$ cat config.mk
export PLATFORM = sky130hd
export DESIGN_NAME = hlt_timer
export DESIGN_NICKNAME = d
export VERILOG_FILES = /design/src/hlt_pkg.sv /design/src/hlt_ers_if.sv /design/src/hlt_ers_sync.sv /design/src/hlt_timer.sv
export SDC_FILE = /design/constraint.sdc
export NUM_CORES = 1
export LEC_CHECK = 0
export BUFFER_PORTS_ARGS = -buffer_cell sky130_fd_sc_hd__buf_2
export CORE_UTILIZATION = 35
export DETAILED_ROUTE_END_ITERATION = 10
export MAX_ROUTING_LAYER = met4
export PLACE_DENSITY_LB_ADDON = 0.08
export SLEW_MARGIN = 40
export SYNTH_ARGS = -nofsm -noshare
export SYNTH_HDL_FRONTEND = slang
export SYNTH_SLANG_ARGS = --single-unit
$ cat constraint.sdc
create_clock -name clock -period 7.2 [get_ports clock]
set_input_delay 1.44 -clock clock [delete_from_list [all_inputs] [get_ports clock]]
set_output_delay 1.44 -clock clock [all_outputs]
set_load 0.01 [all_outputs]
$ cat src/hlt_pkg.sv
package hlt_pkg;

    // ****************************************
    // bus map
    // ****************************************
    localparam int ADR_W = 5;
    localparam int DAT_W = 32;
    localparam logic [4:0] OFF_CTRL = 5'h00;
    localparam logic [4:0] OFF_PERIOD = 5'h04;
    localparam logic [4:0] OFF_COUNT = 5'h08;
    localparam logic [4:0] OFF_PWC = 5'h0C;
    localparam logic [4:0] OFF_STATUS = 5'h10;

    // ****************************************
    // fields and reset values
    // ****************************************
    localparam int CTRL_MODE_LSB = 0;
    localparam int CTRL_ON_BIT = 7;
    localparam int CTRL_SYNC_BIT = 8;
    localparam int STAT_PWM_BIT = 0;
    localparam int STAT_ARM_BIT = 1;
    localparam int STAT_RUN_BIT = 2;
    localparam int STAT_ERS_BIT = 3;
    localparam logic [7:0] PERIOD_RST = 8'hFF;
    localparam logic [7:0] COUNT_RST = 8'h00;
    localparam logic [7:0] PWC_RST = 8'h00;
    localparam logic [4:0] MODE_RST = 5'h00;

    // ****************************************
    // timing
    // ****************************************
    localparam logic [1:0] RESTART_DLY = 2'h2;

    typedef enum logic [3:0] {
        CLS_GATE, CLS_EDGE_LIMIT, CLS_LEVEL_LIMIT, CLS_SW_ONESHOT,
        CLS_EDGE_ONESHOT, CLS_EDGE_LIMIT_ONESHOT, CLS_LVL_EDGE_ONESHOT,
        CLS_MONO, CLS_LVL_ONESHOT, CLS_RESERVED
    } hlt_class_t;

    function automatic hlt_class_t hltModeClass(input logic [4:0] m);
        hlt_class_t c;
        c = CLS_RESERVED;
        case (m)
            5'h00, 5'h01, 5'h02: c = CLS_GATE;
            5'h03, 5'h04, 5'h05: c = CLS_EDGE_LIMIT;
            5'h06, 5'h07: c = CLS_LEVEL_LIMIT;
            5'h08: c = CLS_SW_ONESHOT;
            5'h09, 5'h0A, 5'h0B: c = CLS_EDGE_ONESHOT;
            5'h0C, 5'h0D: c = CLS_EDGE_LIMIT_ONESHOT;
            5'h0E, 5'h0F: c = CLS_LVL_EDGE_ONESHOT;
            5'h11, 5'h12, 5'h13: c = CLS_MONO;
            5'h16, 5'h17: c = CLS_LVL_ONESHOT;
            default: c = CLS_RESERVED;
        endcase
        return c;
    endfunction

endpackage

$ cat src/hlt_ers_if.sv
`timescale 1ns/100ps
interface hlt_ers_if;
    logic level;
    logic rise;
    logic fall;
    modport src (output level, output rise, output fall);
    modport dst (input level, input rise, input fall);
endinterface

$ cat src/hlt_ers_sync.sv
`timescale 1ns/100ps
module hlt_ers_sync (
    input wire logic clock,
    input wire logic rstn,
    input wire logic pinIn,
    hlt_ers_if.src ers
);
    logic stage1_reg;
    logic stage2_reg;
    logic prev_reg;
    logic [2:0] warm_reg;

    // ****************************************
    // two-flop synchroniser, then edge detect
    // ****************************************
    always_ff @(posedge clock or negedge rstn) begin
        if (!rstn) begin
            stage1_reg <= 1'b0;
            stage2_reg <= 1'b0;
        end else begin
            stage1_reg <= pinIn;
            stage2_reg <= stage1_reg;
        end
    end

    always_ff @(posedge clock or negedge rstn) begin
        if (!rstn) begin
            prev_reg <= 1'b0;
            warm_reg <= 3'h0;
        end else begin
            prev_reg <= stage2_reg;
            warm_reg <= {warm_reg[1:0], 1'b1};
        end
    end

    assign ers.level = stage2_reg;
    // no false edge while the pipe still holds reset values
    assign ers.rise = stage2_reg & ~prev_reg & warm_reg[2];
    assign ers.fall = ~stage2_reg & prev_reg & warm_reg[2];
endmodule // hlt_ers_sync

$ cat src/hlt_timer.sv
`timescale 1ns/100ps
// Notes on behaviour
// RULE1: edge limit modes reset count on any, rising or falling external edge
// RULE2: early edge reset restarts the pulse two clocks later
// RULE3: level limit modes reset count while signal is low or high
// RULE4: level limit modes ignore the external signal while enable is clear
// RULE5: level reset acts two clocks after assertion, resumes two after release
// RULE6: level limit pulse rises on start, falls on compare, held during reset
// RULE7: software one-shot clears enable and count at period match
// RULE8: software one-shot pulse starts with enable, pausing stretches it
// RULE9: edge one-shot starts on selected edge after enable, clears on match
// RULE10: halted edge one-shot needs a new edge after re-enable
// RULE11: limit one-shot: first edge starts, later edges reset, resume in two
// RULE12: limit one-shot match clears enable; edges ignored while disabled
// RULE13: start and reset edges raise the pulse; compare match drops it
// RULE14: level-reset one-shot holds at reset level, starts on active edge
// RULE15: level-reset one-shot match clears enable; restart needs fresh edge
// RULE16: level-reset one-shot pulse not raised again at period match
// RULE17: monostable starts on selected edge after enable, stops at match
// RULE18: monostable ignores further edges while counting
// RULE19: level one-shot holds at reset level, runs when enabled and released
// RULE20: level one-shot match clears enable; stays reset until both conditions
// RULE21: level one-shot pulse rises on whichever event starts the timer
// RULE22: with sync selected the timer freezes in sleep, else keeps running
// RULE23: one-shot: clock after count equals period clears enable, count zero
// RULE24: monostable: clock after match stops count at zero, enable kept
// RULE25: periodic modes wrap to zero the clock after period match
// RULE26: unassigned mode codes hold count at zero, pulse low
module hlt_timer (
    input wire logic clock,
    input wire logic rstn,
    input wire logic wb_cyc_i,
    input wire logic wb_stb_i,
    input wire logic wb_we_i,
    input wire logic [hlt_pkg::ADR_W-1:0] wb_adr_i,
    input wire logic [3:0] wb_sel_i,
    input wire logic [hlt_pkg::DAT_W-1:0] wb_dat_i,
    output logic [hlt_pkg::DAT_W-1:0] wb_dat_o,
    output logic wb_ack_o,
    input wire logic extResetTrigger,
    input wire logic sleepMode,
    output logic pwmDrive,
    output logic [7:0] countValue
);
    import hlt_pkg::*;

    hlt_ers_if ers ();

    logic ack_reg;
    logic [DAT_W-1:0] rdData_reg;
    logic [DAT_W-1:0] rdData_next;
    logic on_reg;
    logic onPrev_reg;
    logic [4:0] mode_reg;
    logic clockSyncSelect_reg;
    logic [7:0] periodValue_reg;
    logic [7:0] countValue_reg;
    logic [7:0] pulseWidthCompare_reg;
    logic pwm_reg;
    logic arm_reg;
    logic [1:0] dly_reg;
    logic [2:0] lvlPipe_reg;

    logic wrEn;
    logic wrCtrl;
    logic wrCount;
    logic frozen;
    hlt_class_t cls;
    logic hit;
    logic atRstLvl;
    logic periodMatch;
    logic pwMatch;
    logic onRise;
    logic lvlHeld;
    logic lvlRel;
    logic cntClear;
    logic cntRun;
    logic startEv;
    logic onClrHw;
    logic armSet;
    logic armClr;
    logic dlyLoad;

    // ****************************************
    // external signal input
    // ****************************************
    hlt_ers_sync u_sync (
        .clock(clock),
        .rstn(rstn),
        .pinIn(extResetTrigger),
        .ers(ers)
    );

    function automatic logic edgeHit(input logic [4:0] m,
                                     input logic r, input logic f);
        logic h;
        h = 1'b0;
        case (m)
            5'h03, 5'h0B, 5'h13: h = r | f;
            5'h04, 5'h09, 5'h0C, 5'h0E, 5'h11: h = r;
            5'h05, 5'h0A, 5'h0D, 5'h0F, 5'h12: h = f;
            default: h = 1'b0;
        endcase
        return h;
    endfunction

    // ****************************************
    // wishbone slave
    // ****************************************
    assign wrEn = ack_reg & wb_cyc_i & wb_stb_i & wb_we_i;
    assign wrCtrl = wrEn & (wb_adr_i == OFF_CTRL);
    assign wrCount = wrEn & (wb_adr_i == OFF_COUNT) & wb_sel_i[0];

    always_ff @(posedge clock or negedge rstn) begin
        if (!rstn) begin
            ack_reg <= 1'b0;
        end else begin
            ack_reg <= wb_cyc_i & wb_stb_i & ~ack_reg;
        end
    end

    always_comb begin
        rdData_next = '0;
        if (wb_adr_i == OFF_CTRL) begin
            rdData_next[CTRL_MODE_LSB +: 5] = mode_reg;
            rdData_next[CTRL_ON_BIT] = on_reg;
            rdData_next[CTRL_SYNC_BIT] = clockSyncSelect_reg;
        end else if (wb_adr_i == OFF_PERIOD) begin
            rdData_next[7:0] = periodValue_reg;
        end else if (wb_adr_i == OFF_COUNT) begin
            rdData_next[7:0] = countValue_reg;
        end else if (wb_adr_i == OFF_PWC) begin
            rdData_next[7:0] = pulseWidthCompare_reg;
        end else if (wb_adr_i == OFF_STATUS) begin
            rdData_next[STAT_PWM_BIT] = pwm_reg;
            rdData_next[STAT_ARM_BIT] = arm_reg;
            rdData_next[STAT_RUN_BIT] = cntRun;
            rdData_next[STAT_ERS_BIT] = ers.level;
        end
    end

    always_ff @(posedge clock or negedge rstn) begin
        if (!rstn) begin
            rdData_reg <= '0;
        end else if (wb_cyc_i & wb_stb_i & ~ack_reg) begin
            rdData_reg <= rdData_next;
        end
    end

    assign wb_ack_o = ack_reg;
    assign wb_dat_o = rdData_reg;

    // ****************************************
    // software registers
    // ****************************************
    always_ff @(posedge clock or negedge rstn) begin
        if (!rstn) begin
            mode_reg <= MODE_RST;
            clockSyncSelect_reg <= 1'b0;
        end else if (wrCtrl) begin
            if (wb_sel_i[0]) begin
                mode_reg <= wb_dat_i[CTRL_MODE_LSB +: 5];
            end
            if (wb_sel_i[1]) begin
                clockSyncSelect_reg <= wb_dat_i[CTRL_SYNC_BIT];
            end
        end
    end

    always_ff @(posedge clock or negedge rstn) begin
        if (!rstn) begin
            periodValue_reg <= PERIOD_RST;
            pulseWidthCompare_reg <= PWC_RST;
        end else if (wrEn & wb_sel_i[0]) begin
            if (wb_adr_i == OFF_PERIOD) begin
                periodValue_reg <= wb_dat_i[7:0];
            end else if (wb_adr_i == OFF_PWC) begin
                pulseWidthCompare_reg <= wb_dat_i[7:0];
            end
        end
    end

    // software write wins over a hardware clear in the same cycle
    always_ff @(posedge clock or negedge rstn) begin
        if (!rstn) begin
            on_reg <= 1'b0;
        end else if (wrCtrl & wb_sel_i[0]) begin
            on_reg <= wb_dat_i[CTRL_ON_BIT];
        end else if (onClrHw & ~frozen) begin
            on_reg <= 1'b0; // [RULE7] [RULE23]
        end
    end

    always_ff @(posedge clock or negedge rstn) begin
        if (!rstn) begin
            onPrev_reg <= 1'b0;
        end else begin
            onPrev_reg <= on_reg;
        end
    end

    // ****************************************
    // mode decode
    // ****************************************
    assign frozen = clockSyncSelect_reg & sleepMode; // [RULE22]
    assign cls = hltModeClass(mode_reg);
    assign hit = edgeHit(mode_reg, ers.rise, ers.fall);
    assign atRstLvl = (ers.level == mode_reg[0]); // [RULE3]
    assign periodMatch = (countValue_reg == periodValue_reg);
    assign pwMatch = (countValue_reg == pulseWidthCompare_reg);
    assign onRise = on_reg & ~onPrev_reg;
    assign lvlHeld = lvlPipe_reg[1];
    assign lvlRel = lvlPipe_reg[2] & ~lvlPipe_reg[1];

    // level reset seen two clocks late, only while enabled
    always_ff @(posedge clock or negedge rstn) begin
        if (!rstn) begin
            lvlPipe_reg <= 3'h0;
        end else if (!frozen) begin
            lvlPipe_reg <= {lvlPipe_reg[1:0],
                            on_reg & atRstLvl &
                            (cls == CLS_LEVEL_LIMIT)}; // [RULE4] [RULE5]
        end
    end

    always_comb begin
        cntClear = 1'b0;
        cntRun = 1'b0;
        startEv = 1'b0;
        onClrHw = 1'b0;
        armSet = 1'b0;
        armClr = 1'b0;
        dlyLoad = 1'b0;
        case (cls)
            CLS_GATE: begin
                cntRun = on_reg & ((mode_reg == 5'h00) |
                         ((mode_reg == 5'h01) & ~ers.level) |
                         ((mode_reg == 5'h02) & ers.level));
                startEv = onRise | (cntRun & periodMatch);
            end
            CLS_EDGE_LIMIT: begin
                if (on_reg & hit) begin
                    cntClear = 1'b1; // [RULE1]
                    dlyLoad = 1'b1;
                end else begin
                    cntRun = on_reg & (dly_reg == 2'h0);
                end
                startEv = (dly_reg == 2'h1) | onRise |
                          (cntRun & periodMatch); // [RULE2]
            end
            CLS_LEVEL_LIMIT: begin
                if (on_reg & lvlHeld) begin
                    cntClear = 1'b1; // [RULE5]
                end else begin
                    cntRun = on_reg;
                end
                startEv = (on_reg & lvlRel) | onRise |
                          (cntRun & periodMatch); // [RULE6]
            end
            CLS_SW_ONESHOT: begin
                cntRun = on_reg;
                startEv = onRise & (countValue_reg == COUNT_RST); // [RULE8]
                onClrHw = cntRun & periodMatch; // [RULE7]
            end
            CLS_EDGE_ONESHOT: begin
                if (!on_reg) begin
                    armClr = 1'b1; // [RULE10]
                end else if (hit & ~arm_reg) begin
                    armSet = 1'b1; // [RULE9]
                    startEv = 1'b1;
                end
                cntRun = on_reg & arm_reg;
                onClrHw = cntRun & periodMatch; // [RULE9]
            end
            CLS_EDGE_LIMIT_ONESHOT: begin
                if (!on_reg) begin
                    armClr = 1'b1; // [RULE12]
                end else if (hit & ~arm_reg) begin
                    armSet = 1'b1; // [RULE11]
                    startEv = 1'b1; // [RULE13]
                end else if (hit) begin
                    cntClear = 1'b1; // [RULE11]
                    dlyLoad = 1'b1;
                end
                cntRun = on_reg & arm_reg & ~hit & (dly_reg == 2'h0);
                if (on_reg & arm_reg & (dly_reg == 2'h1)) begin
                    startEv = 1'b1; // [RULE13]
                end
                onClrHw = cntRun & periodMatch; // [RULE12]
            end
            CLS_LVL_EDGE_ONESHOT: begin
                if (atRstLvl) begin
                    cntClear = 1'b1; // [RULE14]
                    armClr = 1'b1;
                end else if (!on_reg) begin
                    armClr = 1'b1; // [RULE15]
                end else if (hit & ~arm_reg) begin
                    armSet = 1'b1; // [RULE14]
                    startEv = 1'b1; // [RULE16]
                end
                cntRun = on_reg & arm_reg & ~atRstLvl;
                onClrHw = cntRun & periodMatch; // [RULE15]
            end
            CLS_MONO: begin
                if (!on_reg) begin
                    armClr = 1'b1;
                end else if (hit & ~arm_reg) begin
                    armSet = 1'b1; // [RULE17]
                    startEv = 1'b1; // [RULE18]
                end
                cntRun = on_reg & arm_reg;
            end
            CLS_LVL_ONESHOT: begin
                if (on_reg & ~atRstLvl) begin
                    cntRun = 1'b1; // [RULE19]
                    armSet = 1'b1;
                    startEv = ~arm_reg; // [RULE21]
                end else begin
                    cntClear = 1'b1; // [RULE20]
                    armClr = 1'b1;
                end
                onClrHw = cntRun & periodMatch; // [RULE20]
            end
            default: begin
                cntClear = 1'b1; // [RULE26]
            end
        endcase
        // a period match ends every armed cycle
        if (cntRun & periodMatch & (cls != CLS_GATE) &
            (cls != CLS_EDGE_LIMIT) & (cls != CLS_LEVEL_LIMIT)) begin
            armClr = 1'b1; // [RULE24]
            armSet = 1'b0;
        end
    end

    // ****************************************
    // counter, arm flag, restart delay, pulse
    // ****************************************
    always_ff @(posedge clock or negedge rstn) begin
        if (!rstn) begin
            countValue_reg <= COUNT_RST;
        end else if (frozen) begin
            countValue_reg <= countValue_reg; // [RULE22]
        end else if (wrCount) begin
            countValue_reg <= wb_dat_i[7:0];
        end else if (cntClear) begin
            countValue_reg <= COUNT_RST;
        end else if (cntRun & periodMatch) begin
            countValue_reg <= COUNT_RST; // [RULE25] [RULE23] [RULE24]
        end else if (cntRun) begin
            countValue_reg <= countValue_reg + 8'h01;
        end
    end

    always_ff @(posedge clock or negedge rstn) begin
        if (!rstn) begin
            arm_reg <= 1'b0;
        end else if (!frozen) begin
            if (armSet) begin
                arm_reg <= 1'b1;
            end else if (armClr) begin
                arm_reg <= 1'b0;
            end
        end
    end

    always_ff @(posedge clock or negedge rstn) begin
        if (!rstn) begin
            dly_reg <= 2'h0;
        end else if (!frozen) begin
            if (dlyLoad) begin
                dly_reg <= RESTART_DLY; // [RULE2] [RULE11]
            end else if (dly_reg != 2'h0) begin
                dly_reg <= dly_reg - 2'h1;
            end
        end
    end

    always_ff @(posedge clock or negedge rstn) begin
        if (!rstn) begin
            pwm_reg <= 1'b0;
        end else if (frozen) begin
            pwm_reg <= pwm_reg;
        end else if (cls == CLS_RESERVED) begin
            pwm_reg <= 1'b0; // [RULE26]
        end else if (startEv) begin
            pwm_reg <= 1'b1;
        end else if (cntRun & pwMatch) begin
            pwm_reg <= 1'b0; // [RULE6] [RULE13] [RULE16]
        end
    end

    assign pwmDrive = pwm_reg;
    assign countValue = countValue_reg;

    logic wrAny;
    assign wrAny = wrEn;
endmodule // hlt_timer

==> results.cfg <==
[route]
drc = 0
wl_per_cell_um = 17.8
drt_first_pass_iters = 4
routed_wl_mm = 9.87
ant_nets = 0
first_iter_violations = 214
viasPerCell = 5.40
via_count = 2993

[floorplan]
initial_core_util_pct = 35.9
core_sq_mm = 0.0102
num_io_pins = 90
fp.dieW_um = 104
dieArea_sq_mm = 0.0109
placementRows = 37
fp.dieH_um = 104

[synthesis]
yosys.area.top_type = dfrtp_1
post_synth.cell_area_avg_sq_um = 9.31
ys_ff_latch = 55
yosys.area.top_type_share_pct = 32.0
ys_top_cells_by_count = dfrtp_1, nand2_1, mux2_2
syn_area_sq_mm = 0.00367
yosysUniqueCellTypes = 70
synth_area_leaders = dfrtp_1, mux2_2, dfstp_2
yosys_warnings = 0
synthArstFlopShare_pct = 100
yosys.cell_count.top_type = dfrtp_1
synth_seq_area_share_pct = 37.8
synthFlopType = dfrtp_1
synth_edf_count = 0
syn_inst = 394

[global_routing]
grt_use_met3_pct = 2.26
use_met2_pct = 27.6
met1_usage_pct = 28.6
grt_pass1_wl_mm = 15.9
busiest_layer = met1
grt_max_degree = 56
grt_overflow_total = 0
grt_pass1_vias = 2764
antenna_found_initial = 0
grt_usage_pct = 19.2

[placement]
port_buffers = 41
dpl_worst_slack_ps = 3010
place.gp.congestion = 0.857
dp.final_hpwl_mm = 6.96

[final_layout]
fill_cells = 1073
regArea_sq_mm = 0.00139
antenna_cells = 0
largest_reg_flops = 9
area.growth.synth_to_final_pct = 9.38
multi_input_area_sq_mm = 0.00203
fin_nets = 469
drive_above_1_share_pct = 25.4

[clock_network]
cts_sinks = 55
clk_latency_ps = 330
cts.clk_slew.worst_paths_ps = 110
postCtsSetupRepairBufs = 0
cts_tree = yes
cts_repair_resize_count = 0
cts_hold_buffers = 0
cts_root_buf = clkbuf_8
cts_buffers = 5
ctsLongestPathBuffers = 2
htree_levels = 2

[timing]
fin_tns_setup_ps = 0
layout_setup_ws_ps = 3530
max_slew_margin_pct = 54.2
maxSlewViolCount = 0
fin_crit_ps = 3670
tightest_slew_ps = 685
period_share_pct = 50.9
final-hold-violation-count = 0
fmax_mhz = 273
rsz0062_at_grt = no
clock_skew_ps = 12.9
setup_violations = 0

[power]
p_leak_nw = 1.85
powerDensity_mw_per_mm2 = 197
vdd_ir_drop_max_v = 0.000117

[setup_path]
slowest_delay_ps = 590
crit_slowest_cell = or4b_4
worstPathMaxFanout = 11
cp-end-kind = flip-flop
critPathKind = in -> reg
cp-start-kind = primary input
path_cells = buf_2 -> nor4b_2 -> buf_4 -> nor2b_1 -> and2_1 -> or4b_4 -> nor3b_4 -> a32oi_1 -> o32ai_1
cp.arrival_ps = 3890
crit_required_ps = 7430

[job]
drv_cap = 0

[worst_hold_path]
hp-class = reg -> reg

[run_status]
status = completed
## stage by stage
step	cells	total power [mW]	hold WS [ps]	utilization (%)	cell area, sq um
floorplan	416	0.492	331	-	3750
global placement	546	0.531	333	37.8	3860
detailed placement	546	0.532	335	37.8	3860
CTS	554	0.794	361	39.1	4000
global route	554	0.837	368	39.2	4010
finish	554	0.789	359	39.2	4010
## routing by layer
metal,part of all wire (%),vias up
met5,0,-
met4,0.95,0
met3,5.7,7
met2,43,102
met1,51,1463
li1,-,1421
## worst paths after layout
check / startpoint / end / slack (ps) / cells past startpoint
max: wb_adr_i[3] / countValue[2]$_DFFE_PN0P_ / 3530 / 9
min: u_sync.warm_reg[1]$_DFF_PN0_ / u_sync.warm_reg[2]$_DFF_PN0_ / 360 / 0
max reg2reg: mode_reg[2]$_DFFE_PN0P_ / countValue[6]$_DFFE_PN0P_ / 4280 / 7
min reg2reg: u_sync.warm_reg[1]$_DFF_PN0_ / u_sync.warm_reg[2]$_DFF_PN0_ / 360 / 0
max in group asynchronous: rstn / periodValue_reg[1]$_DFFE_PN1P_ / 5640 / 2
min in group asynchronous: rstn / u_sync.warm_reg[0]$_DFF_PN0_ / 1160 / 2
## worst max-delay path: cells and delay by family
kind                   cells  cell delay [ps]
buffers and inverters      2              280
and+or+nand+nor            5             1740
AOI/OAI and AO/OA          2              430
## power breakdown
part	switching [mW]	leakage (nW)	total [mW]	internal, mW
Sequential	0.0297	0.706	0.357	0.327
Combinational	0.102	1.07	0.173	0.0705
Clock	0.117	0.0703	0.259	0.141
## cell families (layout without fill, tap and decap cells)
kind of cell,Yosys count,count (layout),share of synthesized area [%]
simple gates,119,119,17.8
compound gates,102,102,19.8
buf+inv,64,66,9.61
flops,55,55,37.8
mux,31,31,9.34
xor+xnor,17,17,4.06
fa+ha+maj,4,4,1.36
other cells,2,24,0.205
## layout make-up
type / count / share of cell area [%]
well taps: 136 / 4.24
clock inverters: 3 / 1.78
flip-flops and latches: 55 / 34.5
inverters: 14 / 1.31
clock buffers: 5 / 1.71
multi-input cells: 297 / 50.7
repair buffers: 44 / 5.77
## cell usage in the layout (no fill, tap or decap), types with 5 or more instances in the layout
cell      count
dfrtp_1      47
buf_2        41
nand2_1      37
mux2_2       26
conb_1       24
o21ai_0      22
a21oi_1      15
inv_1        14
nor2_1       14
nand3_1      13
xor2_1        9
a22o_1        8
nor2b_1       8
xnor2_1       8
dfstp_2       8
nor3_1        7
a21o_1        6
a22oi_1       6
a221oi_1      6
nor4_1        5
a31oi_1       5
mux2i_1       5
clkbuf_8      5
(Power assumes the default switching activity.)
